### src/dtm_pkg.sv
package dtm_pkg;

    // register indices; byte address is four times the index
    localparam logic [7:0] IDX_CTRL = 8'h88;
    localparam logic [7:0] IDX_MODE = 8'h89;
    localparam logic [7:0] IDX_CNT_LO_FIRST = 8'h8A;
    localparam logic [7:0] IDX_CNT_LO_SECOND = 8'h8B;
    localparam logic [7:0] IDX_CNT_HI_FIRST = 8'h8C;
    localparam logic [7:0] IDX_CNT_HI_SECOND = 8'h8D;
    localparam logic [7:0] IDX_INT_STATUS = 8'h90;
    localparam logic [7:0] IDX_INT_ENABLE = 8'h91;
    localparam logic [7:0] IDX_INT_CLEAR = 8'h92;

    // timer_pair_control fields
    localparam int unsigned CTL_OVF_SECOND = 7;
    localparam int unsigned CTL_RUN_SECOND = 6;
    localparam int unsigned CTL_OVF_FIRST = 5;
    localparam int unsigned CTL_RUN_FIRST = 4;

    // timer_pair_mode fields
    localparam int unsigned MOD_GATE_SECOND = 7;
    localparam int unsigned MOD_SRC_SECOND = 6;
    localparam int unsigned MOD_SEL_LOW_SECOND = 4;
    localparam int unsigned MOD_GATE_FIRST = 3;
    localparam int unsigned MOD_SRC_FIRST = 2;
    localparam int unsigned MOD_SEL_LOW_FIRST = 0;

    // interrupt status, enable and clear fields
    localparam int unsigned INT_FIRST = 0;
    localparam int unsigned INT_SECOND = 1;

    localparam logic [1:0] MODE_PRESCALE = 2'h0;
    localparam logic [1:0] MODE_FULL = 2'h1;
    localparam logic [1:0] MODE_RELOAD = 2'h2;
    localparam logic [1:0] MODE_SPLIT = 2'h3;

    localparam logic [4:0] PRESC_MAX = 5'h1F;
    localparam logic [7:0] BYTE_MAX = 8'hFF;

    localparam logic [7:0] RST_CTRL = 8'h00;
    localparam logic [7:0] RST_MODE = 8'h00;
    localparam logic [7:0] RST_COUNT = 8'h00;
    localparam logic [1:0] RST_INT = 2'h0;

    function automatic logic dtm_idx_hit(input logic [11:0] addr,
                                         input logic [7:0] idx);
        return (addr[11:10] == 2'h0) && (addr[1:0] == 2'h0) &&
               (addr[9:2] == idx);
    endfunction

endpackage

### src/dtm_fall_det.sv
`timescale 1ns/1ps
module dtm_fall_det
    import dtm_pkg::*;
(
    input wire logic core_clk,
    input wire logic rst,
    input wire logic pin,
    output logic fall
);
    typedef struct packed {
        logic smp;
        logic fall;
    } dtm_fall_st_t;

    dtm_fall_st_t st_ff;
    dtm_fall_st_t nxt_st;

    // pin is synchronous to core_clk, so one sample stage is enough
    always_comb begin
        nxt_st = st_ff;
        nxt_st.smp = pin;
        nxt_st.fall = st_ff.smp & ~pin;
    end

    always_ff @(posedge core_clk) begin
        if (rst) begin
            st_ff <= '0;
        end else begin
            st_ff <= nxt_st;
        end
    end

    assign fall = st_ff.fall;

    a_fall_pulse: assert property (
        @(posedge core_clk) disable iff (rst)
        $fell(pin) |=> fall)
        else $error("falling edge on input not counted");

endmodule // dtm_fall_det

### src/dtm_timer_pair.sv
// Decided for this implementation: the APB slave port.
`timescale 1ns/1ps
module dtm_timer_pair
    import dtm_pkg::*;
(
    input wire logic core_clk,
    input wire logic rst,
    input wire logic psel,
    input wire logic penable,
    input wire logic pwrite,
    input wire logic [11:0] paddr,
    input wire logic [31:0] pwdata,
    input wire logic [3:0] pstrb,
    output logic [31:0] prdata,
    output logic pready,
    output logic pslverr,
    input wire logic ext_irq_pin_first,
    input wire logic ext_irq_pin_second,
    input wire logic event_input_first,
    input wire logic event_input_second,
    input wire logic vec_ack_first,
    input wire logic vec_ack_second,
    output logic irq,
    output logic overflow_flag_first,
    output logic overflow_flag_second
);
    typedef struct packed {
        logic [7:0] mode;
        logic run_second;
        logic run_first;
        logic ovf_second;
        logic ovf_first;
        logic [1:0] int_status;
        logic [1:0] int_enable;
        logic [31:0] prdata;
        logic pready;
        logic pslverr;
        logic irq;
    } dtm_top_st_t;

    dtm_top_st_t st_ff;
    dtm_top_st_t nxt_st;

    logic acc_first;
    logic acc_done;
    logic wr_en;
    logic mapped;
    logic split_first;
    logic fall_first;
    logic fall_second;
    logic wr_lo_first;
    logic wr_hi_first;
    logic wr_lo_second;
    logic wr_hi_second;
    logic [7:0] lo_first;
    logic [7:0] hi_first;
    logic [7:0] lo_second;
    logic [7:0] hi_second;
    logic ovf_evt_first;
    logic ovf_evt_second;
    logic ovf_evt_split;
    logic evt_first;
    logic evt_second;
    logic [31:0] rd_val;

    // pready is registered, so every transfer has exactly one wait state
    assign acc_first = psel & penable & ~st_ff.pready;
    assign acc_done = psel & penable & st_ff.pready;
    assign wr_en = acc_done & pwrite & pstrb[0];
    assign split_first =
        (st_ff.mode[MOD_SEL_LOW_FIRST +: 2] == MODE_SPLIT);

    assign mapped = dtm_idx_hit(paddr, IDX_CTRL) |
                    dtm_idx_hit(paddr, IDX_MODE) |
                    dtm_idx_hit(paddr, IDX_CNT_LO_FIRST) |
                    dtm_idx_hit(paddr, IDX_CNT_LO_SECOND) |
                    dtm_idx_hit(paddr, IDX_CNT_HI_FIRST) |
                    dtm_idx_hit(paddr, IDX_CNT_HI_SECOND) |
                    dtm_idx_hit(paddr, IDX_INT_STATUS) |
                    dtm_idx_hit(paddr, IDX_INT_ENABLE) |
                    dtm_idx_hit(paddr, IDX_INT_CLEAR);

    assign wr_lo_first = wr_en & dtm_idx_hit(paddr, IDX_CNT_LO_FIRST);
    assign wr_hi_first = wr_en & dtm_idx_hit(paddr, IDX_CNT_HI_FIRST);
    assign wr_lo_second = wr_en & dtm_idx_hit(paddr, IDX_CNT_LO_SECOND);
    assign wr_hi_second = wr_en & dtm_idx_hit(paddr, IDX_CNT_HI_SECOND);

    // in split mode the first timer's high byte owns the second flag
    assign evt_first = ovf_evt_first;
    assign evt_second = split_first ? ovf_evt_split : ovf_evt_second;

    dtm_fall_det u_fall_first (
        .core_clk(core_clk),
        .rst(rst),
        .pin(event_input_first),
        .fall(fall_first)
    );

    dtm_fall_det u_fall_second (
        .core_clk(core_clk),
        .rst(rst),
        .pin(event_input_second),
        .fall(fall_second)
    );

    dtm_timer_unit #(
        .HAS_SPLIT(1'b1)
    ) u_timer_first (
        .core_clk(core_clk),
        .rst(rst),
        .mode_sel(st_ff.mode[MOD_SEL_LOW_FIRST +: 2]),
        .count_src(st_ff.mode[MOD_SRC_FIRST]),
        .gate(st_ff.mode[MOD_GATE_FIRST]),
        .run(st_ff.run_first),
        .ext_irq_pin(ext_irq_pin_first),
        .event_fall(fall_first),
        .split_run(st_ff.run_second),
        .wr_lo(wr_lo_first),
        .wr_hi(wr_hi_first),
        .wdata(pwdata[7:0]),
        .count_lo(lo_first),
        .count_hi(hi_first),
        .ovf(ovf_evt_first),
        .ovf_hi(ovf_evt_split)
    );

    dtm_timer_unit #(
        .HAS_SPLIT(1'b0)
    ) u_timer_second (
        .core_clk(core_clk),
        .rst(rst),
        .mode_sel(st_ff.mode[MOD_SEL_LOW_SECOND +: 2]),
        .count_src(st_ff.mode[MOD_SRC_SECOND]),
        .gate(st_ff.mode[MOD_GATE_SECOND]),
        .run(st_ff.run_second),
        .ext_irq_pin(ext_irq_pin_second),
        .event_fall(fall_second),
        .split_run(1'b0),
        .wr_lo(wr_lo_second),
        .wr_hi(wr_hi_second),
        .wdata(pwdata[7:0]),
        .count_lo(lo_second),
        .count_hi(hi_second),
        .ovf(ovf_evt_second),
        .ovf_hi()
    );

    always_comb begin
        rd_val = 32'h0000_0000;
        if (dtm_idx_hit(paddr, IDX_CTRL)) begin
            rd_val[CTL_OVF_SECOND] = st_ff.ovf_second;
            rd_val[CTL_RUN_SECOND] = st_ff.run_second;
            rd_val[CTL_OVF_FIRST] = st_ff.ovf_first;
            rd_val[CTL_RUN_FIRST] = st_ff.run_first;
        end else if (dtm_idx_hit(paddr, IDX_MODE)) begin
            rd_val[7:0] = st_ff.mode;
        end else if (dtm_idx_hit(paddr, IDX_CNT_LO_FIRST)) begin
            rd_val[7:0] = lo_first;
        end else if (dtm_idx_hit(paddr, IDX_CNT_LO_SECOND)) begin
            rd_val[7:0] = lo_second;
        end else if (dtm_idx_hit(paddr, IDX_CNT_HI_FIRST)) begin
            rd_val[7:0] = hi_first;
        end else if (dtm_idx_hit(paddr, IDX_CNT_HI_SECOND)) begin
            rd_val[7:0] = hi_second;
        end else if (dtm_idx_hit(paddr, IDX_INT_STATUS)) begin
            rd_val[1:0] = st_ff.int_status;
        end else if (dtm_idx_hit(paddr, IDX_INT_ENABLE)) begin
            rd_val[1:0] = st_ff.int_enable;
        end
    end

    always_comb begin
        nxt_st = st_ff;
        if (acc_first) begin
            nxt_st.pready = 1'b1;
            nxt_st.pslverr = ~mapped;
            nxt_st.prdata = pwrite ? 32'h0000_0000 : rd_val;
        end
        if (acc_done) begin
            nxt_st.pready = 1'b0;
            nxt_st.pslverr = 1'b0;
        end
        if (vec_ack_first) begin
            nxt_st.ovf_first = 1'b0;
        end
        if (vec_ack_second) begin
            nxt_st.ovf_second = 1'b0;
        end
        if (wr_en && dtm_idx_hit(paddr, IDX_CTRL)) begin
            nxt_st.ovf_second = pwdata[CTL_OVF_SECOND];
            nxt_st.run_second = pwdata[CTL_RUN_SECOND];
            nxt_st.ovf_first = pwdata[CTL_OVF_FIRST];
            nxt_st.run_first = pwdata[CTL_RUN_FIRST];
        end
        if (wr_en && dtm_idx_hit(paddr, IDX_MODE)) begin
            nxt_st.mode = pwdata[7:0];
        end
        if (wr_en && dtm_idx_hit(paddr, IDX_INT_ENABLE)) begin
            nxt_st.int_enable = pwdata[1:0];
        end
        if (wr_en && dtm_idx_hit(paddr, IDX_INT_CLEAR)) begin
            nxt_st.int_status = st_ff.int_status & ~pwdata[1:0];
        end
        // hardware set comes last so an event never loses to a clear
        if (evt_first) begin
            nxt_st.ovf_first = 1'b1;
            nxt_st.int_status[INT_FIRST] = 1'b1;
        end
        if (evt_second) begin
            nxt_st.ovf_second = 1'b1;
            nxt_st.int_status[INT_SECOND] = 1'b1;
        end
        nxt_st.irq = |(nxt_st.int_status & nxt_st.int_enable);
    end

    always_ff @(posedge core_clk) begin
        if (rst) begin
            st_ff <= '0;
            st_ff.mode <= RST_MODE;
            st_ff.int_status <= RST_INT;
            st_ff.int_enable <= RST_INT;
        end else begin
            st_ff <= nxt_st;
        end
    end

    assign prdata = st_ff.prdata;
    assign pready = st_ff.pready;
    assign pslverr = st_ff.pslverr;
    assign irq = st_ff.irq;
    assign overflow_flag_first = st_ff.ovf_first;
    assign overflow_flag_second = st_ff.ovf_second;

    a_flag_set: assert property (
        @(posedge core_clk) disable iff (rst)
        ovf_evt_first |=> overflow_flag_first && st_ff.int_status[INT_FIRST])
        else $error("first overflow flag not set");

    a_flag_ack: assert property (
        @(posedge core_clk) disable iff (rst)
        (vec_ack_second && !evt_second &&
         !(wr_en && dtm_idx_hit(paddr, IDX_CTRL)))
        |=> !overflow_flag_second)
        else $error("vector acknowledge did not clear flag");

    a_split_flag: assert property (
        @(posedge core_clk) disable iff (rst)
        (split_first && ovf_evt_split) |=> overflow_flag_second)
        else $error("split high overflow missed second flag");

    a_run_start: assert property (
        @(posedge core_clk) disable iff (rst)
        (wr_en && dtm_idx_hit(paddr, IDX_CTRL))
        |=> st_ff.run_first == $past(pwdata[CTL_RUN_FIRST]))
        else $error("run bit write not taken");

    a_irq_level: assert property (
        @(posedge core_clk) disable iff (rst)
        ##1 irq == |(st_ff.int_status & st_ff.int_enable))
        else $error("interrupt output disagrees with status");

endmodule // dtm_timer_pair

### src/dtm_timer_unit.sv
`timescale 1ns/1ps
module dtm_timer_unit
    import dtm_pkg::*;
#(
    parameter bit HAS_SPLIT = 1'b0
) (
    input wire logic core_clk,
    input wire logic rst,
    input wire logic [1:0] mode_sel,
    input wire logic count_src,
    input wire logic gate,
    input wire logic run,
    input wire logic ext_irq_pin,
    input wire logic event_fall,
    input wire logic split_run,
    input wire logic wr_lo,
    input wire logic wr_hi,
    input wire logic [7:0] wdata,
    output logic [7:0] count_lo,
    output logic [7:0] count_hi,
    output logic ovf,
    output logic ovf_hi
);
    typedef struct packed {
        logic [7:0] lo;
        logic [7:0] hi;
        logic ovf;
        logic ovf_hi;
    } dtm_unit_st_t;

    dtm_unit_st_t st_ff;
    dtm_unit_st_t nxt_st;
    logic en;
    logic inc;
    logic no_wr;

    assign en = run & (~gate | ext_irq_pin);
    assign inc = en & (count_src ? event_fall : 1'b1);
    assign no_wr = ~wr_lo & ~wr_hi;

    always_comb begin
        nxt_st = st_ff;
        nxt_st.ovf = 1'b0;
        nxt_st.ovf_hi = 1'b0;
        case (mode_sel)
            MODE_PRESCALE: begin
                // upper three low-byte bits are left as software wrote them
                if (inc) begin
                    nxt_st.lo[4:0] = st_ff.lo[4:0] + 5'h01;
                    if (st_ff.lo[4:0] == PRESC_MAX) begin
                        nxt_st.hi = st_ff.hi + 8'h01;
                        nxt_st.ovf = (st_ff.hi == BYTE_MAX);
                    end
                end
            end
            MODE_FULL: begin
                if (inc) begin
                    {nxt_st.hi, nxt_st.lo} =
                        {st_ff.hi, st_ff.lo} + 16'h0001;
                    nxt_st.ovf = (st_ff.hi == BYTE_MAX) &&
                                 (st_ff.lo == BYTE_MAX);
                end
            end
            MODE_RELOAD: begin
                if (inc) begin
                    if (st_ff.lo == BYTE_MAX) begin
                        nxt_st.lo = st_ff.hi;
                        nxt_st.ovf = 1'b1;
                    end else begin
                        nxt_st.lo = st_ff.lo + 8'h01;
                    end
                end
            end
            MODE_SPLIT: begin
                // the second timer has no split mode: it just holds
                if (HAS_SPLIT) begin
                    if (inc) begin
                        nxt_st.lo = st_ff.lo + 8'h01;
                        nxt_st.ovf = (st_ff.lo == BYTE_MAX);
                    end
                    if (split_run) begin
                        nxt_st.hi = st_ff.hi + 8'h01;
                        nxt_st.ovf_hi = (st_ff.hi == BYTE_MAX);
                    end
                end
            end
            default: begin
            end
        endcase
        // a software write to a byte beats the count on that byte
        if (wr_lo) begin
            nxt_st.lo = wdata;
        end
        if (wr_hi) begin
            nxt_st.hi = wdata;
        end
    end

    always_ff @(posedge core_clk) begin
        if (rst) begin
            st_ff <= {RST_COUNT, RST_COUNT, 1'b0, 1'b0};
        end else begin
            st_ff <= nxt_st;
        end
    end

    assign count_lo = st_ff.lo;
    assign count_hi = st_ff.hi;
    assign ovf = st_ff.ovf;
    assign ovf_hi = st_ff.ovf_hi;

    a_gate_hold: assert property (
        @(posedge core_clk) disable iff (rst)
        (gate && !ext_irq_pin && no_wr && mode_sel != MODE_SPLIT)
        |=> $stable(count_lo) && $stable(count_hi))
        else $error("gated timer advanced while pin low");

    a_run_hold: assert property (
        @(posedge core_clk) disable iff (rst)
        (!run && !wr_lo) |=> $stable(count_lo))
        else $error("low byte advanced with run bit clear");

    a_full_inc: assert property (
        @(posedge core_clk) disable iff (rst)
        (mode_sel == MODE_FULL && en && !count_src && no_wr)
        |=> {count_hi, count_lo} == $past({count_hi, count_lo}) + 16'h0001)
        else $error("16-bit timer did not step by one");

    a_presc_wrap: assert property (
        @(posedge core_clk) disable iff (rst)
        (mode_sel == MODE_PRESCALE && inc && no_wr &&
         count_lo[4:0] == PRESC_MAX)
        |=> count_lo[4:0] == 5'h00 && count_hi == $past(count_hi) + 8'h01)
        else $error("prescaler wrap did not step high byte");

    a_auto_reload: assert property (
        @(posedge core_clk) disable iff (rst)
        (mode_sel == MODE_RELOAD && inc && no_wr && count_lo == BYTE_MAX)
        |=> count_lo == $past(count_hi) && ovf)
        else $error("low byte not reloaded from high byte");

    a_event_src: assert property (
        @(posedge core_clk) disable iff (rst)
        (count_src && !event_fall && no_wr && mode_sel != MODE_SPLIT)
        |=> $stable(count_lo))
        else $error("counter advanced without input event");

    a_stopped: assert property (
        @(posedge core_clk) disable iff (rst)
        (!HAS_SPLIT && mode_sel == MODE_SPLIT && no_wr) [*2]
        |-> $stable(count_lo) && $stable(count_hi) && !ovf)
        else $error("stopped timer changed");

    a_split_high: assert property (
        @(posedge core_clk) disable iff (rst)
        (HAS_SPLIT && mode_sel == MODE_SPLIT && split_run && !wr_hi)
        |=> count_hi == $past(count_hi) + 8'h01)
        else $error("split high byte did not step");

endmodule // dtm_timer_unit
### config.mk
export PLATFORM = sky130hd
export DESIGN_NAME = dtm_timer_pair
export DESIGN_NICKNAME = d
export VERILOG_FILES = /design/src/dtm_pkg.sv /design/src/dtm_fall_det.sv /design/src/dtm_timer_pair.sv /design/src/dtm_timer_unit.sv
export SDC_FILE = /design/constraint.sdc
export NUM_CORES = 1
export LEC_CHECK = 0
export BUFFER_PORTS_ARGS = -buffer_cell sky130_fd_sc_hd__clkbuf_2
export CAP_MARGIN = 20
export CORE_MARGIN = 3
export CORE_UTILIZATION = 61
export CTS_CLUSTER_SIZE = 12
export DETAILED_ROUTE_END_ITERATION = 10
export PLACE_DENSITY = 0.87
export SETUP_SLACK_MARGIN = 0.4
export SYNTH_ARGS = -nofsm -noshare
export SYNTH_HDL_FRONTEND = slang
export SYNTH_HIERARCHICAL = 1
export SYNTH_SLANG_ARGS = --single-unit
### constraint.sdc
create_clock -name core_clk -period 3.7 [get_ports core_clk]
set_input_delay 0.74 -clock core_clk [delete_from_list [all_inputs] [get_ports core_clk]]
set_output_delay 0.74 -clock core_clk [all_outputs]
set_load 0.02 [all_outputs]
---- After elaboration in Yosys (flattened, before gate mapping) ----
Cells that the tools add are included.
word-level totals
  input port bits ......................... 59
  register bits after elaboration ......... 90
  word-level logic and storage cells ...... 190
  output and inout port bits .............. 37
operators by class
  equality and inequality tests ........... 34
  reductions and logical operators ........ 36
  add/subtract/negate cells ............... 8
  muxes and demuxes ....................... 52
  bitwise gates (word level) .............. 36
operators with widths
  kind                   count
  $mux 8                 15
  $eq 8x8->1 const B     13
  $ne 3x1->1 const B     13
  $mux 17                2
  $add 16x1->16 const B  2
  $add 8x1->8 const B    4
  $mux 14                2
  $pmux 8 s3             1
  $pmux 5 s4             1
  $mux 9                 2
  $logic_and 1x1->1      16
  $pmux 8 s2             1
  $reduce_and 4->1       4
  $and 1x1->1            15
  $pmux 5 s3             1
  $mux 1                 14
  $mux 2                 6
  $reduce_bool 3->1      4
  $reduce_bool 4->1      3
  $add 5x1->5 const B    2
  $eq 5x5->1 const B     2
  $or 1x1->1             10
  $pmux 3 s3             1
  $logic_not 2->1        4
  other kinds (15)       28

---- Depth between registers and ports, before layout ----
  word-level depth ........................ 12
  mapped depth ............................ 10
  mapped depth without buffers ............ 8

---- Hierarchy ----
The synthesis kept the hierarchy.
modules (own cells, without submodules)
  module                           times used  seq. area each (µm²)  area each (µm²)  cells an instance
  dtm_timer_pair                   1           540.5                 1924.3           237
  dtm_timer_unit (u_timer_second)  1           340.3                 1483.9           174
  dtm_timer_unit (u_timer_first)   1           360.3                 1472.7           196
  dtm_fall_det                     2           40.0                  58.8             4

---- Worst setup path before layout ----
OpenSTA, ideal clock, no wires.
  path type ............................... input-to-reg
  start point ............................. in paddr[0]
  end point ............................... reg u_timer_second.st_ff (netlist bit u_timer_second/count_lo[3])
  setup time .............................. 0.122 ns
  data arrival time ....................... 2.662 ns
  setup slack ............................. 0.916 ns
  cell stages on the path ................. 9
  buffers on the path ..................... 1
  cell sequence ........................... nor4b_4 -> nand3_4 -> nor3_1 -> clkbuf_1 -> inv_1 -> and4_1 -> o21a_1 -> and4_1 -> a221o_1
between the ends
  word-level cells in the longest chain between the ends .. 6
  elaborated cells between the ends (all ways) .. 10
  those cells by class .................... eq/ne (3); mux (1); bitwise (1); reduce/logical (5)
RTL lines
  element                                                           RTL line               RTL
  start: declaration                                                dtm_timer_pair.sv:11   input wire logic [11:0] paddr,
  $logic_not 2->1 *                                                 dtm_pkg.sv:47          return (addr[11:10] == 2'h0) && (addr[1:0] == 2'h0) &&
  $logic_and 1x1->1 * (2 in a row)                                  dtm_pkg.sv:47
  $and 1x1->1 *                                                     dtm_timer_pair.sv:85   assign wr_lo_second = wr_en & dtm_idx_hit(paddr, IDX_CNT_LO_SECOND);
  net wr_lo_second                                                  dtm_timer_pair.sv:53   logic wr_lo_second;
  $ne 3x1->1 (no source line) or $reduce_bool 4->1 (tied branches)  --
  $reduce_and 4->1 (no source line)                                 --
  end signal: assignment                                            dtm_timer_unit.sv:101  st_ff <= {RST_COUNT, RST_COUNT, 1'b0, 1'b0};
  end signal: assignment                                            dtm_timer_unit.sv:103  st_ff <= nxt_st;
  end: declaration                                                  dtm_timer_unit.sv:31   dtm_unit_st_t st_ff;
Mark *: on every way through the listed nets, which the timed path passes. The rest lies on a longest branch.
A chain may end at the register's enable or synchronous reset.

---- Worst setup path in the final report ----
  start point ............................. in paddr[4]
  end point ............................... reg u_timer_second.st_ff (netlist bit u_timer_second/count_lo[3])
between the ends
  word-level cells in the longest chain between the ends .. 5
  elaborated cells between the ends (all ways) .. 9
  those cells by class .................... eq/ne (4); mux (1); bitwise (1); reduce/logical (3)
RTL lines
  element                                                           RTL line              RTL
  $eq 8x8->1 *                                                      dtm_pkg.sv:48         (addr[9:2] == idx);
  $logic_and 1x1->1 *                                               dtm_pkg.sv:47
  $and 1x1->1 *                                                     dtm_timer_pair.sv:85
  net wr_lo_second                                                  dtm_timer_pair.sv:53
  $ne 3x1->1 (no source line) or $reduce_bool 4->1 (tied branches)  --
  $reduce_and 4->1 (no source line)                                 --
Marked as above.

==> results.py <==
metrics = {
    "grt": {
        "grt_pass1_wl_mm": 22.0,
        "grt_antenna_before_repair": 0,
        "grt_pass1_vias": 4369,
        "gr-usage-met3_pct": 6.20,
        "grt_busiest_layer": "met2",
        "grt_max_degree": 37,
        "grtUsageTotal_pct": 30.9,
        "grt_overflow": 0,
        "globalRouteMet1Util_pct": 41.8,
        "grt_use_met2_pct": 46.3,
    },
    "critical_path": {
        "rr_startpoint": "st_ff[44]",
        "startpoint": "paddr[4]",
        "startpoint_type": "primary input",
        "r2r_cells": 8,
        "cp_data_arrival_time_ps": 2890,
        "ff2ff_setup_slack_ps": 1270,
        "max_stage_delay_ps": 360,
        "end_kind": "register",
        "cpMostUsedCell": "and4_1",
        "critPathCapture": "u_timer_second/count_lo[3]",
        "worstPathMaxFanout": 10,
        "worstPathRequired_ps": 3940,
        "cp_num_buf_inv": 2,
        "rr_endpoint": "u_timer_first/count_hi[6]",
        "worstSetupPathType": "in -> reg",
        "worst-path-stages": 9,
        "crit_chain": "clkbuf_2 -> nor3b_4 -> nand3_4 -> nor3_2 -> inv_1 -> and4_1 -> o21a_1 -> and4_1 -> a221o_1",
        "slowest_stage": "nor3b_4",
        "path_delay_family": "simple AND/OR/NAND/NOR gates",
    },
    "route": {
        "wirelength_mm": 14.4,
        "ant_nets": 0,
        "drc": 0,
        "drt_iter0_drc": 611,
        "num_vias": 4950,
        "via_per_inst": 6.71,
        "firstDrtPassIters": 5,
        "wl_per_cell_um": 19.5,
    },
    "cts": {
        "tritoncts": "built",
        "clock_sinks": 66,
        "cts_buffers": 9,
        "htree_levels": 3,
        "clk_path_buf_depth": 2,
        "clk_latency_ps": 360,
        "clk_pin_slew_worst_paths_ps": 70,
        "ctsHoldBuffers": 0,
        "cts_root_buf": "clkbuf_8",
        "cts-resized-gates": 0,
        "postCtsSetupRepairBufs": 0,
    },
    "pwr": {
        "ir_drop_uv": 162,
        "finalPower_mw": 1.41,
        "p_leak_nw": 1.96,
        "p_per_area_nw_per_um2": 269,
    },
    "floorplanning": {
        "io-pin-count": 96,
        "dieArea_um2": 9300,
        "core_area_um2": 7850,
        "start_util_pct": 63.6,
        "rows": 32,
        "dieWidth_um": 96.4,
        "die_h_um": 96.4,
    },
    "synth": {
        "yosysWarnings": 6,
        "syn_inst": 613,
        "syn_area_um2": 4990,
        "syn_area_per_cell_um2": 8.14,
    },
    "sta": {
        "fmax_mhz": 378,
        "fin_crit_sh_pct": 71.5,
        "fin_skew_ps": 14.2,
        "setup_tns_ps": 0,
        "tightest_slew_ps": 826,
        "timing.final.crit_period_ps": 2650,
        "worst_slack_ps": 1050,
        "hold_viol_final": 0,
        "hold_ws_ps": 450,
        "finalMaxSlewViolations": 0,
        "grt_setup_unrepaired": "false",
        "setup_violations": 0,
        "max-slew-margin-rel_pct": 44.4,
    },
    "layout": {
        "antenna_cells": 0,
        "layout-drive-gt1-share_pct": 17.6,
        "fillers": 647,
        "area_growth_syn_to_layout_pct": 5.22,
        "layout.nets": 703,
    },
    "placement": {
        "finalWeightedCongestion": 0.995,
        "dpl_worst_slack_ps": 780,
        "dp_hpwl_mm": 10.5,
        "numPortBuffers": 44,
    },
    "run_status": {
        "status": "completed",
    },
    "hold_path": {
        "hp-class": "reg -> reg",
    },
    "run": {
        "drv_cap": 0,
    },
}
## cells in the final DEF, fill, tap and decap left out, types with 8 or more instances in the layout
| cell | n |
|---|---|
| dfxtp_1 | 66 |
| o21ai_0 | 30 |
| nand3_1 | 21 |
| ha_1 | 12 |
| clkbuf_8 | 11 |
| clkbuf_2 | 44 |
| inv_1 | 37 |
| nand2_1 | 44 |
| a211oi_1 | 10 |
| buf_4 | 8 |
| conb_1 | 24 |
| nor3_1 | 15 |
| nand2b_1 | 13 |
| nor2b_1 | 14 |
| a22oi_1 | 8 |
| a2111oi_0 | 8 |
| nor2_1 | 34 |
| a21oi_1 | 47 |
| mux2i_1 | 19 |
| a31oi_1 | 8 |
## per-layer routing
metal,vias up,share of wire [%]
li1,2247,-
met1,2290,40
met2,360,44
met3,53,12
met4,0,4.1
met5,-,0
## report_power, final
group / internal [mW] / switching (mW) / leakage (nW)
clock: 0.275 / 0.296 / 0.0834
sequential: 0.713 / 0.00164 / 0.532
combinational: 0.0340 / 0.0913 / 1.34
total: 1.02 / 0.389 / 1.96
## worst min-delay path by stage
stage	from	to	slack, ps	depth (start not counted)
6_report	prdata[4]	prdata[4]	450	2
5_1_grt	u_fall_first/st_ff[1]	u_fall_first/fall	480	1
3_5_place_dp	prdata[4]	prdata[4]	440	2
4_1_cts	prdata[4]	prdata[4]	450	2
2_1_floorplan	prdata[6]	prdata[6]	430	2
3_3_place_gp	prdata[5]	prdata[5]	430	2
## worst min-delay path: stages (launching register included)
cell     delay, ps
dfxtp_1        320
nand2_1         50
o21ai_1         50
## final cells by class
class,instances,area [um^2],share of cell area (%)
Inverter,37,139,2.65
Tap cell,102,128,2.43
Clock inverter,4,27.5,0.525
Multi-Input combinational cell,466,3200,61.0
Clock buffer,11,151,2.89
Timing Repair Buffer,52,280,5.34
Sequential cell,66,1320,25.2
## stage by stage
| step | cells | utilization (%) | cell area, um^2 |
|---|---|---|---|
| floorplan | 636 | - | 5070 |
| global placement | 723 | 64.6 | 5070 |
| detailed placement | 723 | 64.6 | 5070 |
| CTS | 738 | 66.9 | 5250 |
| global route | 738 | 66.9 | 5250 |
| finish | 738 | 66.9 | 5250 |
## sequential cells by signal, indices dropped and copies added (netlist names)
signal / flops
prdata: 8
pslverr: 1
u_timer_second/count_hi: 8
u_fall_second/st_ff: 1
u_timer_first/ovf_hi: 1
u_timer_second/ovf: 1
u_fall_first/fall: 1
u_timer_first/count_hi: 8
st_ff: 14
u_timer_first/ovf: 1
u_fall_first/st_ff: 1
overflow_flag_second: 1
u_fall_second/fall: 1
pready: 1
u_timer_first/count_lo: 8
u_timer_second/count_lo: 8
overflow_flag_first: 1
irq: 1
(Power assumes the default switching activity.)
